`config.mk`:
```
export PLATFORM = sky130hd
export DESIGN_NAME = dds_channel_mode_control
export DESIGN_NICKNAME = d
export VERILOG_FILES = /design/src/logic/dds_channel_mode_control.v
export VERILOG_INCLUDE_DIRS = /design/src /design/src/logic
export SDC_FILE = /design/constraint.sdc
export NUM_CORES = 1
export LEC_CHECK = 0
export BUFFER_PORTS_ARGS = -buffer_cell sky130_fd_sc_hd__buf_2
export CAP_MARGIN = 40
export CORE_MARGIN = 8
export CORE_UTILIZATION = 58
export CTS_CLUSTER_SIZE = 24
export DETAILED_ROUTE_END_ITERATION = 12
export GPL_ROUTABILITY_DRIVEN = 1
export HOLD_SLACK_MARGIN = 0.1
export PLACE_DENSITY = 0.79
export SLEW_MARGIN = 20
export SYNTH_ARGS = -nofsm -noshare
export SYNTH_HDL_FRONTEND = slang
export SYNTH_SLANG_ARGS = --single-unit
export TNS_END_PERCENT = 30
```
`constraint.sdc`:
```
create_clock -name CLK -period 3.1 [get_ports CLK]
set_input_delay 0.465 -clock CLK [delete_from_list [all_inputs] [get_ports CLK]]
set_output_delay 0.465 -clock CLK [all_outputs]
set_load 0.05 [all_outputs]
```
`src/logic/dds_ctrl_consts.vh`:
```
// Offsets, fields and encodings for the channel mode control block
// Assumes a 32-bit classic Wishbone slave, byte addresses, word aligned
`ifndef DDS_CTRL_CONSTS_VH
`define DDS_CTRL_CONSTS_VH
`define OFF_GLOBAL 8'h00
`define OFF_FUNC_ONE 8'h04
`define OFF_CH0 8'h10
`define OFF_CH1 8'h14
`define OFF_CH2 8'h18
`define OFF_CH3 8'h1C
`define OFF_UPDATE 8'h20
`define OFF_STATUS 8'h24
`define G_AUTO_PH 0
`define G_AUTO_SW 1
`define G_CLR_PH 2
`define G_CLR_SW 3
`define G_PD_CLKIN 4
`define G_PD_DACREF 5
`define G_PD_SYNC 6
`define G_PD_PIN_FULL 7
`define G_OPMODE 8
`define G_MATCH_PIPE 9
`define F1_LEVEL_LO 8
`define F1_LEVEL_HI 9
`define F1_RAMP_LO 10
`define F1_RAMP_HI 11
`define F1_PROF_CFG_LO 12
`define F1_PROF_CFG_HI 14
`define C_PD_DIG 0
`define C_PD_DAC 1
`define C_MOD_LO 2
`define C_MOD_HI 3
`define C_SWEEP_EN 4
`define C_NO_DWELL 5
`define C_RELOAD_RATE 6
`define C_CLR_SW 7
`define C_AUTO_SW 8
`define C_AUTO_PH 9
`define C_CLR_PH 10
`define C_RATE_LO 16
`define C_RATE_HI 23
`define RAMP_OFF 2'b00
`define RAMP_P23 2'b01
`define RAMP_P3 2'b10
`define RAMP_SDIO 2'b11
`define MOD_NONE 2'b00
`define MOD_AMP 2'b01
`define MOD_FREQ 2'b10
`define MOD_PHASE 2'b11
`define DAC_CHANNEL 1
`endif

```
`src/logic/dds_channel_mode_control.v`:
```
// Control and configuration for a four-channel synthesizer core
// Assumes classic Wishbone master on CLK; PROFILE, SDIO and PD pins are asynchronous
// Functional notes
// - Auto-clear zeroes accumulator once, then resumes
// - Clear holds accumulator zero until released
// - Global clears act on all channels
// - Profile config field sits at bits 14:12
// - Profile bits reset zero, read written value
// - Ramp pins: P2&P3, P3, SDIO, disabled
// - Ramp disabled by default, no ramping
// - Level selects 2, 4, 8, 16 levels
// - Independent clock, DAC ref, sync power-downs
// - Pin mode: quick recovery or full down
// - Power-down pin high means powered down
// - Operational mode: spur reduction or test tone
// - Four channels, only channel one drives DAC
// - Per-channel digital and DAC power-down, reset clear
// - Channels without DAC: digital power-down only
// - Per-channel modulation type, global level
// - Sweep enable activates sweep and no-dwell
// - Reload copies ramp rate on update strobe
// - Per-channel sweep clears act locally
// - Matched pipe delays only in single tone
// - Match pipe delays resets cleared
// - Writes buffered until update strobe
//
// The implementer's own choices: the address map and register access over Wishbone.
`timescale 1ns/1ps
`include "dds_ctrl_consts.vh"
module dds_channel_mode_control (
    input wire CLK,
    input wire RST,
    input wire WB_CYC_I,
    input wire WB_STB_I,
    input wire WB_WE_I,
    input wire [7:0] WB_ADR_I,
    input wire [3:0] WB_SEL_I,
    input wire [31:0] WB_DAT_I,
    output reg [31:0] WB_DAT_O,
    output reg WB_ACK_O,
    input wire IO_UPDATE,
    input wire [3:0] PROFILE,
    input wire [3:0] SDIO,
    input wire PWR_DOWN_PIN,
    output reg [3:0] PH_ACC_ZERO,
    output reg [3:0] SW_ACC_ZERO,
    output reg [3:0] DIG_PD,
    output reg DAC_PD,
    output reg CLKIN_PD,
    output reg DACREF_PD,
    output reg SYNC_OUT_PD,
    output reg [2:0] PROFILE_PIN_CONFIG,
    output reg [3:0] MOD_LEVELS,
    output reg [7:0] CH_MOD_TYPE,
    output reg [3:0] SWEEP_EN,
    output reg [3:0] NO_DWELL,
    output reg [3:0] MATCH_PIPE,
    output reg TEST_TONE_MODE,
    output reg RAMP_ACTIVE,
    output reg RAMP_UP,
    output reg [3:0] RATE_LOAD,
    output reg [31:0] RATE_VALUE
);
    reg [31:0] buf_glob_r, act_glob_r;
    reg [31:0] buf_f1_r, act_f1_r;
    reg [31:0] buf_ch_r [0:3];
    reg [31:0] act_ch_r [0:3];
    reg [3:0] auto_ph_done_r, auto_sw_done_r;
    reg [3:0] prof_s1_r, prof_s2_r, sdio_s1_r, sdio_s2_r;
    reg pd_s1_r, pd_s2_r, upd_s1_r, upd_s2_r, upd_s3_r;
    wire upd_pulse = upd_s2_r & ~upd_s3_r;
    wire bus_req = WB_CYC_I & WB_STB_I & ~WB_ACK_O;
    // Pin strobe and software strobe are treated alike everywhere
    wire sw_upd = bus_req & WB_WE_I & (WB_ADR_I == `OFF_UPDATE);
    wire upd_any = upd_pulse | sw_upd;
    integer i;

    function [31:0] merge;
        input [31:0] old;
        input [31:0] nw;
        input [3:0] sel;
        integer b;
        begin
            merge = old;
            for (b = 0; b < 4; b = b + 1) begin
                if (sel[b]) begin
                    merge[b*8 +: 8] = nw[b*8 +: 8];
                end
            end
        end
    endfunction

    // Pins are asynchronous to CLK
    always @(posedge CLK) begin
        prof_s1_r <= PROFILE;
        prof_s2_r <= prof_s1_r;
        sdio_s1_r <= SDIO;
        sdio_s2_r <= sdio_s1_r;
        pd_s1_r <= PWR_DOWN_PIN;
        pd_s2_r <= pd_s1_r;
        upd_s1_r <= IO_UPDATE;
        upd_s2_r <= upd_s1_r;
        upd_s3_r <= upd_s2_r;
    end

    // Bus writes land in buffers; active copies change only on update
    always @(posedge CLK) begin
        if (RST) begin
            WB_ACK_O <= 1'b0;
            WB_DAT_O <= 32'h0000_0000;
            buf_glob_r <= 32'h0000_0000;
            act_glob_r <= 32'h0000_0000;
            buf_f1_r <= 32'h0000_0000;
            act_f1_r <= 32'h0000_0000;
            for (i = 0; i < 4; i = i + 1) begin
                buf_ch_r[i] <= 32'h0000_0000;
                act_ch_r[i] <= 32'h0000_0000;
            end
        end else begin
            WB_ACK_O <= bus_req;
            if (bus_req && WB_WE_I) begin
                case (WB_ADR_I)
                    `OFF_GLOBAL: buf_glob_r <= merge(buf_glob_r, WB_DAT_I, WB_SEL_I);
                    `OFF_FUNC_ONE: buf_f1_r <= merge(buf_f1_r, WB_DAT_I, WB_SEL_I);
                    `OFF_CH0: buf_ch_r[0] <= merge(buf_ch_r[0], WB_DAT_I, WB_SEL_I);
                    `OFF_CH1: buf_ch_r[1] <= merge(buf_ch_r[1], WB_DAT_I, WB_SEL_I);
                    `OFF_CH2: buf_ch_r[2] <= merge(buf_ch_r[2], WB_DAT_I, WB_SEL_I);
                    `OFF_CH3: buf_ch_r[3] <= merge(buf_ch_r[3], WB_DAT_I, WB_SEL_I);
                    default: ;
                endcase
            end
            // Software update register acts as a second strobe source
            if (upd_any) begin
                act_glob_r <= buf_glob_r;
                act_f1_r <= buf_f1_r;
                for (i = 0; i < 4; i = i + 1) begin
                    act_ch_r[i] <= buf_ch_r[i];
                end
            end
            WB_DAT_O <= 32'h0000_0000;
            if (bus_req && !WB_WE_I) begin
                case (WB_ADR_I)
                    `OFF_GLOBAL: WB_DAT_O <= buf_glob_r;
                    `OFF_FUNC_ONE: WB_DAT_O <= buf_f1_r;
                    `OFF_CH0: WB_DAT_O <= buf_ch_r[0];
                    `OFF_CH1: WB_DAT_O <= buf_ch_r[1];
                    `OFF_CH2: WB_DAT_O <= buf_ch_r[2];
                    `OFF_CH3: WB_DAT_O <= buf_ch_r[3];
                    `OFF_STATUS: WB_DAT_O <= {16'h0000, 3'b000, pd_s2_r, PH_ACC_ZERO,
                                              SW_ACC_ZERO, DIG_PD};
                    default: WB_DAT_O <= 32'h0000_0000;
                endcase
            end
        end
    end

    // Accumulator clear: hold-clear wins; auto-clear gives one zero pulse per setting
    always @(posedge CLK) begin
        if (RST) begin
            PH_ACC_ZERO <= 4'h0;
            SW_ACC_ZERO <= 4'h0;
            auto_ph_done_r <= 4'h0;
            auto_sw_done_r <= 4'h0;
        end else begin
            for (i = 0; i < 4; i = i + 1) begin
                if (act_glob_r[`G_CLR_PH] || act_ch_r[i][`C_CLR_PH]) begin
                    PH_ACC_ZERO[i] <= 1'b1;
                end else if ((act_glob_r[`G_AUTO_PH] || act_ch_r[i][`C_AUTO_PH])
                             && !auto_ph_done_r[i]) begin
                    PH_ACC_ZERO[i] <= 1'b1;
                end else begin
                    PH_ACC_ZERO[i] <= 1'b0;
                end
                if (act_glob_r[`G_CLR_SW] || act_ch_r[i][`C_CLR_SW]) begin
                    SW_ACC_ZERO[i] <= 1'b1;
                end else if ((act_glob_r[`G_AUTO_SW] || act_ch_r[i][`C_AUTO_SW])
                             && !auto_sw_done_r[i]) begin
                    SW_ACC_ZERO[i] <= 1'b1;
                end else begin
                    SW_ACC_ZERO[i] <= 1'b0;
                end
                // Re-arms when auto-clear is dropped or an update re-applies it
                auto_ph_done_r[i] <= (act_glob_r[`G_AUTO_PH] | act_ch_r[i][`C_AUTO_PH])
                                     & ~upd_any;
                auto_sw_done_r[i] <= (act_glob_r[`G_AUTO_SW] | act_ch_r[i][`C_AUTO_SW])
                                     & ~upd_any;
            end
        end
    end

    // Configuration outputs and ramp pin selection
    always @(posedge CLK) begin
        if (RST) begin
            DIG_PD <= 4'h0;
            DAC_PD <= 1'b0;
            CLKIN_PD <= 1'b0;
            DACREF_PD <= 1'b0;
            SYNC_OUT_PD <= 1'b0;
            PROFILE_PIN_CONFIG <= 3'b000;
            MOD_LEVELS <= 4'h1;
            CH_MOD_TYPE <= 8'h00;
            SWEEP_EN <= 4'h0;
            NO_DWELL <= 4'h0;
            MATCH_PIPE <= 4'h0;
            TEST_TONE_MODE <= 1'b0;
            RAMP_ACTIVE <= 1'b0;
            RAMP_UP <= 1'b0;
            RATE_LOAD <= 4'h0;
            RATE_VALUE <= 32'h0000_0000;
        end else begin
            for (i = 0; i < 4; i = i + 1) begin
                // Pin high: quick recovery stops digital only, full mode also stops DAC, clock input and DAC ref, not sync out
                DIG_PD[i] <= act_ch_r[i][`C_PD_DIG] | pd_s2_r;
                CH_MOD_TYPE[i*2 +: 2] <= act_ch_r[i][`C_MOD_HI:`C_MOD_LO];
                SWEEP_EN[i] <= act_ch_r[i][`C_SWEEP_EN];
                NO_DWELL[i] <= act_ch_r[i][`C_SWEEP_EN] & act_ch_r[i][`C_NO_DWELL];
                MATCH_PIPE[i] <= act_glob_r[`G_MATCH_PIPE]
                    & (act_ch_r[i][`C_MOD_HI:`C_MOD_LO] == `MOD_NONE)
                    & ~act_ch_r[i][`C_SWEEP_EN];
                // Reload bit taken from the value being made active by this strobe
                RATE_LOAD[i] <= upd_any & buf_ch_r[i][`C_RELOAD_RATE];
                RATE_VALUE[i*8 +: 8] <= buf_ch_r[i][`C_RATE_HI:`C_RATE_LO];
            end
            // Only the DAC channel honours its DAC power-down
            DAC_PD <= act_ch_r[`DAC_CHANNEL][`C_PD_DAC]
                      | (pd_s2_r & act_glob_r[`G_PD_PIN_FULL]);
            CLKIN_PD <= act_glob_r[`G_PD_CLKIN] | (pd_s2_r & act_glob_r[`G_PD_PIN_FULL]);
            DACREF_PD <= act_glob_r[`G_PD_DACREF] | (pd_s2_r & act_glob_r[`G_PD_PIN_FULL]);
            SYNC_OUT_PD <= act_glob_r[`G_PD_SYNC];
            PROFILE_PIN_CONFIG <= act_f1_r[`F1_PROF_CFG_HI:`F1_PROF_CFG_LO];
            // One-hot: bit k set means 2^(k+1) levels, so 16 levels fits in four bits
            MOD_LEVELS <= 4'h1 << act_f1_r[`F1_LEVEL_HI:`F1_LEVEL_LO];
            TEST_TONE_MODE <= act_glob_r[`G_OPMODE];
            case (act_f1_r[`F1_RAMP_HI:`F1_RAMP_LO])
                `RAMP_P23: begin
                    RAMP_ACTIVE <= prof_s2_r[2];
                    RAMP_UP <= prof_s2_r[3];
                end
                `RAMP_P3: begin
                    RAMP_ACTIVE <= 1'b1;
                    RAMP_UP <= prof_s2_r[3];
                end
                `RAMP_SDIO: begin
                    RAMP_ACTIVE <= sdio_s2_r[1] | sdio_s2_r[2];
                    RAMP_UP <= sdio_s2_r[3];
                end
                default: begin
                    RAMP_ACTIVE <= 1'b0;
                    RAMP_UP <= 1'b0;
                end
            endcase
        end
    end
endmodule // dds_channel_mode_control

```
==> results.txt <==
CTS Buffer Depth: 3
Die X: 175 um
Worst vdd ir: 0.469 mV
Vias in the first global route: 9567
Mean Syn Cell Area: 12.7 sq um
IO Pins: 174
CTS tree: yes
Hold Fails Final Rpt: 0
Routed Antenna Nets: 0
Rel. slew slack: 47.2%
Warnings from Yosys: 0
Mapped Area: 14600 sq um
Worst setup path class: reg2reg
Drt wl/cell: 20.5 um
Startpoint Class: register
Core Area: 25000 sq um
Residual DRC: 0
Setup TNS: 0 ns
Synth area leaders: edfxtp_1 34%, dfxtp_1 30%, and2_1 7.6%, mux2i_1 6.7%, nor2_1 3.8%
Power Density: 605 nW/um^2
Die area: 30500 sq um
Layout Area Growth over Synthesis: 17.8%
Number of I/O port buffers: 170
Clock sinks: 384
Gr usage total: 22.2%
Top-count cell post-synth: dfxtp_1
P_leak: 0.00745 uW
Die Y: 175 um
Seq/Total Area, Yosys: 63.9%
Fin crit period: 1.98 ns
Async S/R FF share, synth: 0%
CTS buffer count: 38
EDFF count, synth: 165
Post-CTS sizing: 0
Clock Tree Root: clkbuf_16
Largest net degree at the start of global routing: 171
Final net count: 1408
Req. time, crit path: 3.48 ns
# H-tree levels: 2
Final Cell Area: 17200 sq um
Synth top area share: 33.9%
Post-synth top cells: 219 x dfxtp_1, 177 x and2_1, 165 x edfxtp_1, 148 x nor2_1, 98 x mux2i_1
Global-route wire length before repair: 53.3 mm
Worst-Skew Late Latency: 0.52 ns
Worst slack, placed: 0.667 ns
CP arrival: 2.36 ns
Starting density of the core: 58.6%
Tot Pwr: 10400 uW
Total gr overflow: 0
Status: finished, final reports clean
Gate Count Post-Synth: 1149
Cell Rows: 58
Number of slew-limit violations in the final report: 0
Dpl hpwl: 23.6 mm
Endpoint class of the critical path: register
Initial antenna violation count: 6
RSZ-0062 raised after global routing: false
Total Routed Length: 34.9 mm
Tcrit/Tclk final: 63.8%
Cell accounting for the most synthesized area: edfxtp_1
TritonRoute pass-1 iters: 7
RD Place Congestion: 0.817
Clock transition at path regs: 0.06 ns
FILL cells: 1790
Synth cell types: 51
F_max: 505 MHz
DR vias/cell: 5.60
Post-DP Area: 16000 sq um
Prevailing post-synth register cell: dfxtp_1
Synthesis-stage register bit count: 384
Initial DRC Count: 768
CP Max Fanout: 8
Worst setup margin: 1.12 ns
Final setup vio count: 0
Worst Clk Skew: 0.0166 ns
Max_cap viols: 0
Hold WC Path Type: in2reg
Measured slew at the worst slew-check pin: 0.792 ns
Layout cell share with drive strength beyond 1: 23.7%
Post-synth net total: 1212
Via count: 9560
-- stage by stage --
| stage | hold WS (ns) | utilization (%) | std cells |
|---|---|---|---|
| 3_5_place_dp | 0.312 | 63.9 | 1628 |
| 2_1_floorplan | 0.310 | - | 1149 |
| 4_1_cts | 0.231 | 69.0 | 1705 |
| 3_3_place_gp | 0.311 | 63.9 | 1626 |
| 5_1_grt | 0.252 | 69.0 | 1706 |
| 6_report | 0.239 | 69.0 | 1706 |
-- report_power, final --
group	total (uW)	internal, uW	switching [uW]
combinational	612	195	417
clock	4350	2500	1850
sequential	5460	5410	56.2
total	10400	8100	2320
-- state kept, by name, indices dropped and copies added, names as in the netlist, 7 cells and up --
name and count:
RATE_VALUE 32, act_ch_r 37, act_f1_r 7, act_glob_r 10, buf_glob_r 32, buf_ch_r 128
WB_DAT_O 32, buf_f1_r 32, CH_MOD_TYPE 8
-- worst max-delay path, stage by stage (launching register included) --
cell and delay [ns]:
dfxtp_1 0.32, and4b_1 0.46, buf_4 0.26, nand4_2 0.42
mux2i_1 0.31, nor2_1 0.06
-- cell families (layout without fill, tap and decap cells) --
logic type / Yosys count / after routing / synth area share (%)
AO/OA/AOI/OAI: 109 / 109 / 5.44
adder cells (fa/ha/maj): 4 / 4 / 0.342
buffers and inverters: 74 / 300 / 2.34
flip-flops: 384 / 384 / 63.9
multiplexers: 129 / 129 / 10.6
other: 0 / 1 / 0
AND/OR/NAND/NOR: 449 / 449 / 17.4
-- metal layers --
metal  vias up  wire (um)  GRT usage (%)
li1       4437          -              -
met1      4612      14100           28.4
met2       417      16500           36.0
met3        84       3280           6.26
met4        10        902           7.31
met5         -         58              0
-- final cells by class --
type / count / area [sq um] / share of cell area [%]
sequential: 384 / 9340 / 54.2
multi-input combinational: 691 / 4950 / 28.7
timing repair buffer: 226 / 1320 / 7.64
tap: 330 / 413 / 2.40
inverter: 4 / 15.0 / 0.0871
clock inverter: 15 / 129 / 0.748
antenna: 1 / 2.50 / 0.0145
clock buffer: 55 / 1060 / 6.18
-- cells in the final DEF, fill, tap and decap left out, types with 11 or more instances in the layout --
| master | count |
|---|---|
| a21oi_1 | 20 |
| a22o_1 | 23 |
| a22oi_1 | 27 |
| and2_1 | 177 |
| buf_2 | 169 |
| buf_4 | 48 |
| clkbuf_1 | 12 |
| clkbuf_16 | 38 |
| dfxtp_1 | 219 |
| edfxtp_1 | 165 |
| mux2_2 | 11 |
| mux2i_1 | 98 |
| mux4_2 | 20 |
| nand2_1 | 23 |
| nor2_1 | 148 |
| nor2b_1 | 51 |
| nor3_1 | 11 |
| o21bai_1 | 17 |
-- what timing repair did --
action / in CTS / in global routing
hold buffers: 7 / 0
setup buffers: 0 / 0
hold endpoints to repair: 7 / 0
-- worst paths after layout --
check	from	to	slack [ns]	cells past startpoint
worst max-delay path	WB_ACK_O	buf_glob_r[4]	1.12	5
worst min-delay path	WB_DAT_I[25]	buf_glob_r[25]	0.24	3
worst max register to register	WB_ACK_O	buf_glob_r[4]	1.12	5
worst min register to register	upd_s1_r	upd_s2_r	0.32	0
Power figures use the tool's default switching activity.
